==> src/verilog/ufl_pkg.sv <==
// constants, types and register layout of the frame, clock and lin block
`default_nettype none
package ufl_pkg;
    // ************************************************************
    // register map (byte addresses, one aligned word each)
    // ************************************************************
    localparam logic [11:0] OFS_CTRL = 12'h000; // break, mute, wake method
    localparam logic [11:0] OFS_DATA = 12'h004; // wr: tx byte, rd: rx byte
    localparam logic [11:0] OFS_STS = 12'h008;  // sticky events, w1c
    localparam logic [11:0] OFS_MSK = 12'h00c;  // event mask
    localparam logic [11:0] OFS_CR2 = 12'h010;  // serial_ctrl_two

    localparam logic [31:0] CR2_RST = 32'h0000_0000;
    localparam logic [31:0] CR2_WMASK = 32'h0000_7f6f; // bits 7, 4, 31:15 rsvd
    localparam logic [31:0] ZERO_WORD = 32'h0000_0000;

    // control register bits
    localparam int CTL_SBK = 0;  // send_break_request, cleared by hardware
    localparam int CTL_MUTE = 1; // receiver muted
    localparam int CTL_WAKE = 2; // 0: idle line wake, 1: address mark wake
    localparam int CTL_W = 3;
    localparam logic [CTL_W-1:0] CTL_RST = 3'h0;

    // status and mask bits
    localparam int ST_BRK = 0;  // break_detected_flag
    localparam int ST_TXD = 1;  // frame sent
    localparam int ST_WAKE = 2; // receiver left mute
    localparam int ST_W = 3;
    localparam int RD_BUSY = 8; // status read: transmitter busy
    localparam int RD_MUTE = 9; // status read: receiver muted
    localparam logic [ST_W-1:0] ST_RST = 3'h0;

    // ************************************************************
    // timing and frame counts
    // ************************************************************
    localparam int CLK_PERIOD_NS = 40;
    localparam int BIT_TIME_NS = 320;
    localparam int BIT_CYCLES_DEF = BIT_TIME_NS / CLK_PERIOD_NS;
    localparam int DATA_BITS = 8;
    localparam int LIN_BRK_BITS = 13;
    localparam int STD_BRK_BITS = 10;
    localparam int DET_SHORT_BITS = 10;
    localparam int DET_LONG_BITS = 11;
    localparam int IDLE_BITS = 10;
    // stop length in half bits
    localparam logic [4:0] STOP_H_1 = 5'h02;
    localparam logic [4:0] STOP_H_05 = 5'h01;
    localparam logic [4:0] STOP_H_2 = 5'h04;
    localparam logic [4:0] STOP_H_15 = 5'h03;
    localparam logic [15:0] LC_MAX = 16'hffff;

    // ************************************************************
    // types
    // ************************************************************
    typedef enum logic [2:0] {
        T_IDLE = 3'b000,
        T_START = 3'b001,
        T_DATA = 3'b010,
        T_STOP = 3'b011,
        T_BRK = 3'b100
    } ufl_tx_st_t;

    typedef enum logic [1:0] {
        R_IDLE = 2'b00,
        R_DATA = 2'b01,
        R_STOP = 2'b10
    } ufl_rx_st_t;

    typedef struct packed {
        logic [16:0] rsv_hi;
        logic lin_mode_on;
        logic [1:0] stop_len;
        logic sync_clock_pin_on;
        logic sync_clock_idle_level;
        logic sync_clock_capture_phase;
        logic final_bit_pulse_on;
        logic rsv7;
        logic break_detect_irq_on;
        logic break_detect_length;
        logic rsv4;
        logic [3:0] node_addr;
    } ufl_cr2_t;

    typedef struct packed {
        logic tx;
        logic ck;
        logic ck_oe;
    } ufl_pins_t;
endpackage : ufl_pkg
`default_nettype wire

==> src/verilog/ufl_core.sv <==
// serial frame, synchronous clock and lin control block with apb registers
//
// Added by the designer: the APB register port.
`default_nettype none
// Functional notes
// - second control register resets to zero
// - lin break sends 13 low bits; detect breaks
// - clock pin pulses only when enabled
// - idle clock pin level equals polarity bit
// - phase bit picks first or second capture edge
// - last data bit pulse only when enabled
// - break sets flag, interrupts when enabled
// - break detect needs 10 or 11 low bits
// - address wake compares 4-bit node address
// - hardware clears break request after its stop
// - wake on idle line or matching address
module ufl_core
    import ufl_pkg::*;
#(
    parameter int BIT_CYCLES = BIT_CYCLES_DEF
) (
    input wire logic clock,            // peripheral clock
    input wire logic nrst,             // async reset, low active
    input wire logic psel,             // apb select
    input wire logic penable,          // apb access phase
    input wire logic pwrite,           // apb direction
    input wire logic [11:0] paddr,     // apb byte address
    input wire logic [31:0] pwdata,    // apb write data
    output logic [31:0] prdata,        // apb read data
    output logic pready,               // apb ready
    output logic pslverr,              // apb error, unmapped address
    output logic irq,                  // level interrupt
    input wire logic rx_pin,           // serial line in, async
    output logic tx_pin,               // serial line out
    output logic sync_clock_pin,       // synchronous clock out
    output logic sync_clock_pin_oe     // clock pin output enable
);
    localparam logic [15:0] HALF_M1 = 16'(BIT_CYCLES / 2 - 1);
    localparam logic [15:0] BIT_M1 = 16'(BIT_CYCLES - 1);
    localparam logic [15:0] FIRST_M1 = 16'(BIT_CYCLES + BIT_CYCLES / 2 - 1);
    // the run counter restarts one cycle into a level, so a run of n
    // cycles is complete on the cycle where the counter shows n - 2
    localparam logic [15:0] DET_S_M2 = 16'(DET_SHORT_BITS * BIT_CYCLES - 2);
    localparam logic [15:0] DET_L_M2 = 16'(DET_LONG_BITS * BIT_CYCLES - 2);
    localparam logic [15:0] IDLE_M2 = 16'(IDLE_BITS * BIT_CYCLES - 2);
    localparam logic [4:0] LIN_BRK_H = 5'(2 * LIN_BRK_BITS - 1);
    localparam logic [4:0] STD_BRK_H = 5'(2 * STD_BRK_BITS - 1);
    localparam logic [2:0] LAST_BIT = 3'(DATA_BITS - 1);
    localparam int LIN_BRK_CYC = LIN_BRK_BITS * BIT_CYCLES;

    if (BIT_CYCLES < 2 || BIT_CYCLES % 2 != 0 || BIT_CYCLES > 4096)
    begin : g_bad_bit
        $error("BIT_CYCLES must be even, 2 to 4096");
    end

    // ************************************************************
    // state
    // ************************************************************
    ufl_cr2_t cr2_q, cr2_d;
    logic [CTL_W-1:0] ctl_q, ctl_d;
    logic [ST_W-1:0] sts_q, sts_d, ev;
    logic [ST_W-1:1] msk_q, msk_d;
    logic [7:0] txd_q, txd_d, rxb_q, rxb_d;
    logic [31:0] prd_q, prd_d;
    logic rdy_q, rdy_d, err_q, err_d, irq_q, irq_d;
    ufl_pins_t pins_q, pins_d;
    ufl_tx_st_t tst_q, tst_d;
    logic [15:0] tcyc_q, tcyc_d;
    logic [4:0] hn_q, hn_d;
    logic [2:0] tix_q, tix_d;
    logic [7:0] tsh_q, tsh_d;
    logic brk_q, brk_d, go, sbk_clr, ev_txd;
    logic rx_m_q, rx_s_q, rx_p_q;
    ufl_rx_st_t rst_q, rst_d;
    logic [15:0] lc_q, lc_d, rc_q, rc_d;
    logic [2:0] rix_q, rix_d;
    logic [7:0] rsh_q, rsh_d;
    logic ev_brk, ev_wake;
    logic wr, hit;

    assign prdata = prd_q;
    assign pready = rdy_q;
    assign pslverr = err_q;
    assign irq = irq_q;
    assign tx_pin = pins_q.tx;
    assign sync_clock_pin = pins_q.ck;
    assign sync_clock_pin_oe = pins_q.ck_oe;

    // ************************************************************
    // apb slave and registers
    // ************************************************************
    // one wait state: ready rises after the first access cycle, and the
    // write lands on the edge where the master sees ready high
    always_comb begin
        wr = psel && penable && rdy_q && pwrite;
        hit = paddr == OFS_CTRL || paddr == OFS_DATA || paddr == OFS_STS
            || paddr == OFS_MSK || paddr == OFS_CR2;
        rdy_d = psel && penable && !rdy_q;
        err_d = rdy_d && !hit;
        prd_d = ZERO_WORD;
        if (rdy_d && !pwrite) begin
            unique case (paddr)
                OFS_CTRL: prd_d[CTL_W-1:0] = ctl_q;
                OFS_DATA: prd_d[7:0] = rxb_q;
                OFS_STS: begin
                    prd_d[ST_W-1:0] = sts_q;
                    prd_d[RD_BUSY] = tst_q != T_IDLE;
                    prd_d[RD_MUTE] = ctl_q[CTL_MUTE];
                end
                OFS_MSK: prd_d[ST_W-1:0] = {msk_q, cr2_q.break_detect_irq_on};
                OFS_CR2: prd_d = cr2_q;
                default: prd_d = ZERO_WORD;
            endcase
        end
        cr2_d = cr2_q;
        ctl_d = ctl_q;
        msk_d = msk_q;
        txd_d = txd_q;
        go = 1'b0;
        if (sbk_clr) ctl_d[CTL_SBK] = 1'b0;
        if (ev_wake) ctl_d[CTL_MUTE] = 1'b0;
        sts_d = sts_q;
        if (wr) begin
            unique case (paddr)
                OFS_CTRL: ctl_d = pwdata[CTL_W-1:0];
                OFS_DATA: begin
                    txd_d = pwdata[7:0];
                    go = 1'b1;
                end
                OFS_STS: sts_d = sts_q & ~pwdata[ST_W-1:0];
                OFS_MSK: msk_d = pwdata[ST_W-1:1];
                OFS_CR2: cr2_d = pwdata & CR2_WMASK;
                default: ;
            endcase
        end
        // a hardware event in the clearing cycle still sets its flag
        ev = {ev_wake, ev_txd, ev_brk};
        sts_d = sts_d | ev;
        irq_d = |(sts_d & {msk_d, cr2_d.break_detect_irq_on});
    end

    // register the bus side
    always_ff @(posedge clock or negedge nrst) begin
        if (!nrst) begin
            cr2_q <= CR2_RST;
            ctl_q <= CTL_RST;
            sts_q <= ST_RST;
            msk_q <= '0;
            txd_q <= '0;
            rxb_q <= '0;
            prd_q <= ZERO_WORD;
            rdy_q <= 1'b0;
            err_q <= 1'b0;
            irq_q <= 1'b0;
        end else begin
            cr2_q <= cr2_d;
            ctl_q <= ctl_d;
            sts_q <= sts_d;
            msk_q <= msk_d;
            txd_q <= txd_d;
            rxb_q <= rxb_d;
            prd_q <= prd_d;
            rdy_q <= rdy_d;
            err_q <= err_d;
            irq_q <= irq_d;
        end
    end

    // ************************************************************
    // transmitter and synchronous clock
    // ************************************************************
    // time runs in half bits so that half stop bits fall out naturally;
    // a data write while busy is dropped, software polls the busy bit
    always_comb begin
        tst_d = tst_q;
        tcyc_d = tcyc_q;
        hn_d = hn_q;
        tix_d = tix_q;
        tsh_d = tsh_q;
        brk_d = brk_q;
        sbk_clr = 1'b0;
        ev_txd = 1'b0;
        if (tst_q != T_IDLE) begin
            if (tcyc_q != '0) tcyc_d = tcyc_q - 16'h0001;
            else begin
                tcyc_d = HALF_M1;
                if (hn_q != '0) hn_d = hn_q - 5'h01;
            end
        end
        if (tst_q == T_IDLE || (tcyc_q == '0 && hn_q == '0)) begin
            unique case (tst_q)
                T_IDLE: begin
                    tcyc_d = HALF_M1;
                    if (ctl_q[CTL_SBK]) begin
                        tst_d = T_BRK;
                        brk_d = 1'b1;
                        hn_d = cr2_q.lin_mode_on ? LIN_BRK_H : STD_BRK_H;
                    end else if (go) begin
                        tst_d = T_START;
                        brk_d = 1'b0;
                        tsh_d = txd_d;
                        hn_d = 5'h01;
                    end
                end
                T_START, T_BRK: begin
                    tst_d = tst_q == T_BRK ? T_STOP : T_DATA;
                    tix_d = '0;
                    hn_d = 5'h01;
                    if (tst_q == T_BRK) hn_d = STOP_H_1 - 5'h01;
                end
                T_DATA: begin
                    hn_d = 5'h01;
                    tsh_d = tsh_q >> 1;
                    tix_d = tix_q + 3'h1;
                    if (tix_q == LAST_BIT) begin
                        tst_d = T_STOP;
                        unique case (cr2_q.stop_len)
                            2'b00: hn_d = STOP_H_1 - 5'h01;
                            2'b01: hn_d = STOP_H_05 - 5'h01;
                            2'b10: hn_d = STOP_H_2 - 5'h01;
                            2'b11: hn_d = STOP_H_15 - 5'h01;
                        endcase
                    end
                end
                T_STOP: begin
                    tst_d = T_IDLE;
                    sbk_clr = brk_q;
                    ev_txd = !brk_q;
                end
                default: tst_d = T_IDLE;
            endcase
        end
        pins_d.tx = !(tst_q == T_START || tst_q == T_BRK);
        if (tst_q == T_DATA) pins_d.tx = tsh_q[0];
        // active half: second half for phase 0, first half for phase 1
        pins_d.ck = cr2_q.sync_clock_idle_level;
        if (tst_q == T_DATA && cr2_q.sync_clock_pin_on
            && (tix_q != LAST_BIT || cr2_q.final_bit_pulse_on)
            && ((hn_q == '0) != cr2_q.sync_clock_capture_phase))
            pins_d.ck = !cr2_q.sync_clock_idle_level;
        pins_d.ck_oe = cr2_q.sync_clock_pin_on;
    end

    // register the transmitter
    always_ff @(posedge clock or negedge nrst) begin
        if (!nrst) begin
            tst_q <= T_IDLE;
            tcyc_q <= '0;
            hn_q <= '0;
            tix_q <= '0;
            tsh_q <= '0;
            brk_q <= 1'b0;
            pins_q <= '{tx: 1'b1, ck: 1'b0, ck_oe: 1'b0};
        end else begin
            tst_q <= tst_d;
            tcyc_q <= tcyc_d;
            hn_q <= hn_d;
            tix_q <= tix_d;
            tsh_q <= tsh_d;
            brk_q <= brk_d;
            pins_q <= pins_d;
        end
    end

    // ************************************************************
    // receiver, break detect and wake-up
    // ************************************************************
    // one run-length counter serves both break and idle detection
    always_comb begin
        lc_d = lc_q;
        if (rx_s_q != rx_p_q) lc_d = '0;
        else if (lc_q != LC_MAX) lc_d = lc_q + 16'h0001;
        ev_brk = cr2_q.lin_mode_on && !rx_s_q && rx_s_q == rx_p_q
            && lc_q == (cr2_q.break_detect_length ? DET_L_M2 : DET_S_M2);
        ev_wake = 1'b0;
        if (ctl_q[CTL_MUTE] && !ctl_q[CTL_WAKE] && rx_s_q && rx_s_q == rx_p_q
            && lc_q == IDLE_M2) ev_wake = 1'b1;
        rst_d = rst_q;
        rc_d = rc_q;
        rix_d = rix_q;
        rsh_d = rsh_q;
        rxb_d = rxb_q;
        if (rc_q != '0) rc_d = rc_q - 16'h0001;
        unique case (rst_q)
            R_IDLE: if (rx_p_q && !rx_s_q) begin
                rst_d = R_DATA;
                rc_d = FIRST_M1;
                rix_d = '0;
            end
            R_DATA: if (rc_q == '0) begin
                rsh_d = {rx_s_q, rsh_q[7:1]};
                rc_d = BIT_M1;
                rix_d = rix_q + 3'h1;
                if (rix_q == LAST_BIT) rst_d = R_STOP;
            end
            R_STOP: if (rc_q == '0) begin
                rst_d = R_IDLE;
                if (rx_s_q && !ctl_q[CTL_MUTE]) rxb_d = rsh_q;
                if (rx_s_q && ctl_q[CTL_MUTE] && ctl_q[CTL_WAKE] && rsh_q[7]
                    && rsh_q[3:0] == cr2_q.node_addr) ev_wake = 1'b1;
            end
            default: rst_d = R_IDLE;
        endcase
    end

    // two flip-flops guard the line before any logic reads it
    always_ff @(posedge clock or negedge nrst) begin
        if (!nrst) begin
            rx_m_q <= 1'b1;
            rx_s_q <= 1'b1;
            rx_p_q <= 1'b1;
            rst_q <= R_IDLE;
            lc_q <= '0;
            rc_q <= '0;
            rix_q <= '0;
            rsh_q <= '0;
        end else begin
            rx_m_q <= rx_pin;
            rx_s_q <= rx_m_q;
            rx_p_q <= rx_s_q;
            rst_q <= rst_d;
            lc_q <= lc_d;
            rc_q <= rc_d;
            rix_q <= rix_d;
            rsh_q <= rsh_d;
        end
    end

    // ************************************************************
    // checks
    // ************************************************************
    logic [15:0] lowc_q, stc_q;
    logic [4:0] stop_h;
    always_comb begin
        unique case (cr2_q.stop_len)
            2'b00: stop_h = STOP_H_1;
            2'b01: stop_h = STOP_H_05;
            2'b10: stop_h = STOP_H_2;
            2'b11: stop_h = STOP_H_15;
        endcase
    end
    always_ff @(posedge clock or negedge nrst) begin
        if (!nrst) begin
            lowc_q <= '0;
            stc_q <= '0;
        end else begin
            lowc_q <= pins_q.tx ? 16'h0000 : lowc_q + 16'h0001;
            stc_q <= tst_q == T_STOP ? stc_q + 16'h0001 : 16'h0000;
        end
    end
endmodule : ufl_core
`default_nettype wire

==> config.mk <==
export PLATFORM = sky130hd
export DESIGN_NAME = ufl_core
export DESIGN_NICKNAME = d
export VERILOG_FILES = /design/src/verilog/ufl_pkg.sv /design/src/verilog/ufl_core.sv
export SDC_FILE = /design/constraint.sdc
export NUM_CORES = 1
export LEC_CHECK = 0
export ABC_AREA = 1
export BUFFER_PORTS_ARGS = -buffer_cell sky130_fd_sc_hd__buf_2
export CELL_PAD_IN_SITES_DETAIL_PLACEMENT = 0
export CELL_PAD_IN_SITES_GLOBAL_PLACEMENT = 1
export CORE_MARGIN = 2
export CORE_UTILIZATION = 44
export CTS_BUF_LIST = sky130_fd_sc_hd__clkbuf_4 sky130_fd_sc_hd__clkbuf_8 sky130_fd_sc_hd__clkbuf_16
export CTS_CLUSTER_DIAMETER = 100
export DETAILED_ROUTE_END_ITERATION = 8
export GPL_TIMING_DRIVEN = 0
export PLACE_DENSITY = 0.84
export SLEW_MARGIN = 20
export SYNTH_ARGS = -nofsm -noshare
export SYNTH_HDL_FRONTEND = slang
export SYNTH_SLANG_ARGS = --single-unit
==> constraint.sdc <==
create_clock -name clock -period 2.4 [get_ports clock]
set_input_delay 0.48 -clock clock [delete_from_list [all_inputs] [get_ports clock]]
set_output_delay 0.48 -clock clock [all_outputs]
set_load 0.005 [all_outputs]
==> results.txt, run 1 <==
Most common library cell in the layout ignoring fill and taps: sky130_fd_sc_hd__nand2_1
Result of the run: complete, but fails checks
Clock transition time at the flip-flop clock pins of the worst setup and hold paths: 0.06 ns
Number of enable-type register cells in the synthesized netlist: 0
Port-buffer cells: 52
Met3 track utilization from global routing: 4.08%
Most frequent cells in the layout: 218 x sky130_fd_sc_hd__nand2_1, 138 x sky130_fd_sc_hd__dfrtp_1, 106 x sky130_fd_sc_hd__nor2_1, 104 x sky130_fd_sc_hd__inv_1, 68 x sky130_fd_sc_hd__nand3_1
Number of nets still failing antenna checks after routing: 0
Synthesized area: 7600 um2
Number of clock sinks seen by CTS: 142
Critical path startpoint category: flop
Required time of the critical path: 2.73 ns
Detailed-route vias per instance: 4.90
Hold Slack: -0.000342 ns
Max-cap check violation count: 0
Via count of the first global-routing pass: 5,641
Number of library cell types mapped by synthesis: 51
HPWL reported at the end of detailed placement: 12,700 um
Slew margin rel.: 64.9%
Total of hold buffers inserted after clock tree synthesis: 0
Number of synthesis warnings: 0
Die Span X: 135 um
Number of resized instances in the post-cts repair step: 0
Initial antenna violation count: 0
Period utilisation layout: 85.6%
Area contributors post-synth: sky130_fd_sc_hd__dfrtp_1 45%, sky130_fd_sc_hd__nand2_1 11%, sky130_fd_sc_hd__nor2_1 5.2%
Final number of setup-violating endpoints: 0
Final period demand of the worst path: 2.05 ns
Post-synthesis to final-layout area growth: 15.8%
Io pins: 88
Min-delay worst type: in2async
Crit-path leading delay family: buffers and inverters
Minimum setup slack after placement: 0.340 ns
Busiest grt layer: met2
Starting density of the core: 44.4%
Maximum clock frequency: 487 MHz
Root cell of the clock tree: sky130_fd_sc_hd__clkbuf_16
Setup Crit Path Kind: reg2reg
Largest vdd supply drop: 0.469 mV
Number of cells in the design after placement: 1,201
Number of endpoints with negative hold slack in the final report: 1
Clock tree from TritonCTS: done
Cell with the largest stage delay on the worst path: sky130_fd_sc_hd__dfstp_2
Largest net degree at the start of global routing: 81
TritonCTS buffer count: 17
Async S/R FF share, synth: 100%
Synth Flop Type: sky130_fd_sc_hd__dfrtp_1
DR WL/cell: 13.9 um
Cell-by-cell trace of the critical path: inv_1 > ha_1 > buf_1 > inv_1 > o31ai_1
Detailed-route via count: 6,047
Core Rows: 48
Flip-flop and latch count after synthesis: 142
Routability-driven placement congestion ratio: 0.867
Die Span Y: 135 um
Arrival time of the worst setup path: 2.38 ns
Met1 track demand over resource in global routing: 28.8%
Cell count after synthesis: 907
Proportion of layout cells with a drive suffix above 1: 19.6%
Final worst-path setup slack: 0.346 ns
Largest buffer count on any clock path: 2
Total DRC errors in the routed layout: 0
Buffering stage count on the worst path with inverters included: 3
GRT Resource Usage Total: 19.8%
Floorplan Core Area: 17,100 um2
Average cell area after synthesis: 8.38 um2
Latest clock arrival within the worst-skew pair: 0.43 ns
Failing checks: hold timing
Cell mode on critical path: sky130_fd_sc_hd__inv_1
Number of diodes: 0
Wire length of the first global-routing pass: 28,500 um
Non-filler instance count after layout: 1,233
Total global routing overflow: 0
Power per Cell Area: 686 nW/um2
End-of-flow core utilization: 51.4%
Iter 0 DRT Violations: 439
Clock Skews: 0.0121 ns
Pin slew with the least headroom to its limit: 0.527 ns
Die area: 18,300 um2
Buffers inserted by post-CTS timing repair: 0
Largest area contributor in the netlist: sky130_fd_sc_hd__dfrtp_1
Share of the yosys chip area belonging to registers: 46.8%
Final count of pins violating max slew: 0
Slowest cell delay on critical path: 0.58 ns
Post-synth top area share: 45.4%
Met2 Track Usage GR: 30.1%
Tot Pwr: 6.03 mW
Critical path capture point type: flop
Overall routed net length: 17,100 um
Leakage Power: 4.47 nW
Max FO, Critical Path: 10
RSZ-0062 raised after global routing: no
First-pass detailed-route iteration total: 5
Maximum level of the CTS H-tree: 4
Post-layout nets: 1,058
## through the flow
step           hold WS, ns  TNS [ns]  area, um2
6_report         -0.000342         0       8800
5_1_grt             0.0329         0       8800
4_1_cts             0.0156         0       8800
3_5_place_dp         0.358         0       8240
3_3_place_gp         0.359   -178.94       8200
2_1_floorplan        0.184         0       7660
## where the power goes
part | total, mW | switching, mW | internal (mW) | leakage [nW]
Combinational | 0.788 | 0.481 | 0.306 | 2.36
Clock | 2.53 | 1.09 | 1.43 | 0.262
Sequential | 2.72 | 0.167 | 2.55 | 1.85
## flip-flops by register name, summed over array words and instances, names as in the netlist, 2 cells and up
| name | cells |
|---|---|
| rc_q | 16 |
| tsh_q | 8 |
| sts_q | 3 |
| prdata | 15 |
| msk_q | 2 |
| tix_q | 3 |
| rst_q | 2 |
| rxb_q | 8 |
| ctl_q | 3 |
| txd_q | 8 |
| rix_q | 3 |
| lc_q | 16 |
| cr2_q | 13 |
| hn_q | 5 |
| rsh_q | 8 |
| tcyc_q | 16 |
| tst_q | 3 |
## cell families after synthesis
| logic type | Yosys count | synth area share, % |
|---|---|---|
| compound gates | 91 | 8.00 |
| xor+xnor | 27 | 3.11 |
| fa+ha+maj | 13 | 2.14 |
| buf+inv | 142 | 8.61 |
| flops | 142 | 46.8 |
| mux | 7 | 1.38 |
| other cells | 1 | 0.0494 |
| simple gates | 484 | 29.9 |
## layout make-up
cell class,instances,area [um2]
fill,1675,8310
buffer,30,224
sequential,142,3560
timing repair buffer,53,298
inverter,112,430
multi-input combinational,639,3450
clock buffer,17,425
tap,225,282
clock inverter,15,139
## worst paths after layout
check / slack (ns) / depth (start not counted) / endpoint / startpoint
min reg2reg: 0.36 / 0 / rx_s_q$_DFF_PN1_ / rx_m_q$_DFF_PN1_
max: 0.35 / 5 / lc_q[7]$_DFFE_PN0P_ / rx_s_q$_DFF_PN1_
min in group clock: 0.15 / 1 / rx_m_q$_DFF_PN1_ / rx_pin
min: -0.0003 / 1 / rc_q[9]$_DFF_PN0_ / nrst
max in group asynchronous: 1.60 / 2 / tx_pin$_DFF_PN1_ / nrst
max reg2reg: 0.35 / 5 / lc_q[7]$_DFFE_PN0P_ / rx_s_q$_DFF_PN1_
## per-layer routing
layer / wire [um] / share of wire [%] / up-vias
li1: - / - / 3074
met1: 8500 / 50 / 2839
met3: 684 / 4.0 / 18
met5: 0 / 0 / -
met4: 195 / 1.1 / 0
met2: 7730 / 45 / 116
## synth_stat cells, types with 2 or more instances
master,n
sky130_fd_sc_hd__o21ai_1,4
sky130_fd_sc_hd__a31oi_1,4
sky130_fd_sc_hd__nand3_4,2
sky130_fd_sc_hd__clkbuf_1,3
sky130_fd_sc_hd__nor3b_1,4
sky130_fd_sc_hd__o21ai_2,23
sky130_fd_sc_hd__dfrtp_1,138
sky130_fd_sc_hd__dfstp_2,4
sky130_fd_sc_hd__nor3_2,2
sky130_fd_sc_hd__nand2_2,9
sky130_fd_sc_hd__o21ai_0,25
sky130_fd_sc_hd__buf_4,19
sky130_fd_sc_hd__inv_2,5
sky130_fd_sc_hd__nand3_1,68
sky130_fd_sc_hd__o21a_1,2
sky130_fd_sc_hd__inv_1,104
sky130_fd_sc_hd__xor2_1,18
sky130_fd_sc_hd__ha_1,13
sky130_fd_sc_hd__nor2_8,2
sky130_fd_sc_hd__xnor2_1,9
sky130_fd_sc_hd__o31ai_1,2
sky130_fd_sc_hd__nand2_1,218
sky130_fd_sc_hd__mux2_4,7
sky130_fd_sc_hd__nand2_4,6
sky130_fd_sc_hd__nand4_1,22
sky130_fd_sc_hd__a21oi_1,13
sky130_fd_sc_hd__buf_2,2
sky130_fd_sc_hd__a211oi_1,3
sky130_fd_sc_hd__nor3_1,19
sky130_fd_sc_hd__nor2_2,9
sky130_fd_sc_hd__nand3_2,5
sky130_fd_sc_hd__nand3b_1,3
sky130_fd_sc_hd__nor2_4,5
sky130_fd_sc_hd__o211ai_1,5
sky130_fd_sc_hd__buf_6,5
sky130_fd_sc_hd__inv_4,2
sky130_fd_sc_hd__o22ai_1,4
sky130_fd_sc_hd__nor2_1,106
Note: power is estimated with default switching activity, not from simulation.
==> inputs of run 2 (changes only) <==
- GPL_ROUTABILITY_DRIVEN: default -> 0
- PLACE_DENSITY: 0.84 -> default
- PLACE_DENSITY_LB_ADDON: default -> 0.1
==> results.txt, run 2 (synthesis results as in run 1) <==
Result of the run: complete, but fails checks
Failing checks: hold timing
RSZ-0062 raised after global routing: no
Total global routing overflow: 0
Required time of the critical path: 2.73 ns
Clock tree from TritonCTS: done
Port-buffer cells: 52
Post-layout nets: 1,058
Reg2Reg Launch Point: rx_s_q$_DFF_PN1_
Power per Cell Area: 705 nW/um2
Starting density of the core: 44.4%
Clock network power share: 43.8%
Maximum clock frequency: 472 MHz
Proportion of layout cells with a drive suffix above 1: 19.6%
Post-route cell area: 8850 um2
Critical path startpoint category: flop
Latest clock arrival within the worst-skew pair: 0.43 ns
Detailed-route vias per instance: 4.81
Most frequent cells in the layout: 218 x sky130_fd_sc_hd__nand2_1, 138 x sky130_fd_sc_hd__dfrtp_1, 106 x sky130_fd_sc_hd__nor2_1, 104 x sky130_fd_sc_hd__inv_1, 68 x sky130_fd_sc_hd__nand3_1
Total of hold buffers inserted after clock tree synthesis: 0
Max FO, Critical Path: 10
Total DRC errors in the routed layout: 0
Clock Skews: 0.00691 ns
Period utilisation layout: 88.3%
Overall routed net length: 17,700 um
Hold Slack: -0.00197 ns
Wire length of the first global-routing pass: 29,500 um
Root cell of the clock tree: sky130_fd_sc_hd__clkbuf_16
Pin slew with the least headroom to its limit: 0.579 ns
Iter 0 DRT Violations: 230
Internal Dissipation: 4.55 mW
Dpl cell area: 8240 um2
Clock transition time at the flip-flop clock pins of the worst setup and hold paths: 0.06 ns
Comb power frac: 12.7%
Maximum level of the CTS H-tree: 4
First-pass detailed-route iteration total: 4
Sequential group share of total power: 43.5%
Leakage Power: 4.51 nW
Die area: 18,300 um2
Floorplan Core Area: 17,100 um2
Most common library cell in the layout ignoring fill and taps: sky130_fd_sc_hd__nand2_1
Number of clock sinks seen by CTS: 142
Number of diodes: 0
Final number of setup-violating endpoints: 0
Setup slack, reg-to-reg: 0.28 ns
Leading registers by flop count: lc_q: 16 flops, rc_q: 16 flops, tcyc_q: 16 flops
Final period demand of the worst path: 2.12 ns
Final sum of negative setup slack: 0 ns
Number of resized instances in the post-cts repair step: 0
Critical path capture point type: flop
Setup Crit Path Kind: reg2reg
Initial antenna violation count: 0
Largest vdd supply drop: 0.497 mV
Largest net degree at the start of global routing: 73
Arrival time of the worst setup path: 2.45 ns
DR WL/cell: 14.4 um
Post-synthesis to final-layout area growth: 16.5%
Die Span X: 135 um
Number of cells traversed by the worst register-to-register path: 5
Io pins: 88
Detailed-route via count: 5,932
Max-cap check violation count: 0
Number of endpoints with negative hold slack in the final report: 1
Buffers inserted by post-CTS timing repair: 0
Min-delay worst type: in2async
GRT Resource Usage Total: 20.7%
Net switching power of the design: 1.69 mW
Launch point of the critical path: rx_s_q$_DFF_PN1_
Number of nets still failing antenna checks after routing: 0
Largest buffer count on any clock path: 2
Switching power share of the total: 27.1%
Die Span Y: 135 um
Slew margin rel.: 61.4%
Core Rows: 48
Worst r2r dst: lc_q[12]$_DFFE_PN0P_
Final count of pins violating max slew: 0
HPWL reported at the end of detailed placement: 13,000 um
Via count of the first global-routing pass: 5,784
TritonCTS buffer count: 17
[run 2: critical path, cell delays in order (launching register included)]
cell	delay [ns]
sky130_fd_sc_hd__dfstp_2	0.59
sky130_fd_sc_hd__inv_1	0.12
sky130_fd_sc_hd__ha_1	0.39
sky130_fd_sc_hd__buf_1	0.39
sky130_fd_sc_hd__inv_1	0.25
sky130_fd_sc_hd__a211oi_1	0.28
[run 2: cell type report]
| class | instances | area [um2] |
|---|---|---|
| Multi-Input combinational cell | 639 | 3450 |
| Clock inverter | 9 | 106 |
| Tap cell | 225 | 282 |
| Sequential cell | 142 | 3560 |
| Clock buffer | 23 | 508 |
| Fill cell | 1689 | 8260 |
| Buffer | 30 | 224 |
| Timing Repair Buffer | 53 | 298 |
| Inverter | 112 | 430 |
[run 2: per-layer routing]
metal	share of wire [%]	global-route usage [%]
met1	51	29.9
met3	3.1	4.34
met5	0	0
met2	45	31.8
met4	0.91	5.67
[run 2: worst max path at each step]
stage                            to  slack, ns  cells after the start
6_report       lc_q[12]$_DFFE_PN0P_       0.28                      5
5_1_grt         lc_q[5]$_DFFE_PN0P_       0.04                      5
4_1_cts         lc_q[7]$_DFFE_PN0P_       0.23                      5
3_5_place_dp    lc_q[5]$_DFFE_PN0P_       0.22                      5
3_3_place_gp   tsh_q[3]$_DFFE_PN0P_      -1.33                      1
2_1_floorplan   lc_q[7]$_DFFE_PN0P_       0.72                      5
[run 2: stage by stage]
stage	util (%)	setup WS, ns	std cells	total power [mW]
finish	51.7	0.282	1233	6.24
global route	51.7	0.0362	1233	6.55
CTS	51.7	0.231	1233	6.31
detailed placement	48.1	0.224	1201	3.55
global placement	47.9	-1.33	1200	3.54
floorplan	-	0.717	923	3.30
[run 2: power by group through the flow]
stage | sequential (mW) | clock [mW] | combinational (mW)
after detailed placement | 2.75 | 0 | 0.796
final | 2.72 | 2.73 | 0.794
after CTS | 2.72 | 2.79 | 0.801
after global placement | 2.76 | 0 | 0.786
after floorplan | 2.71 | 0 | 0.588
after global routing | 2.74 | 2.89 | 0.925
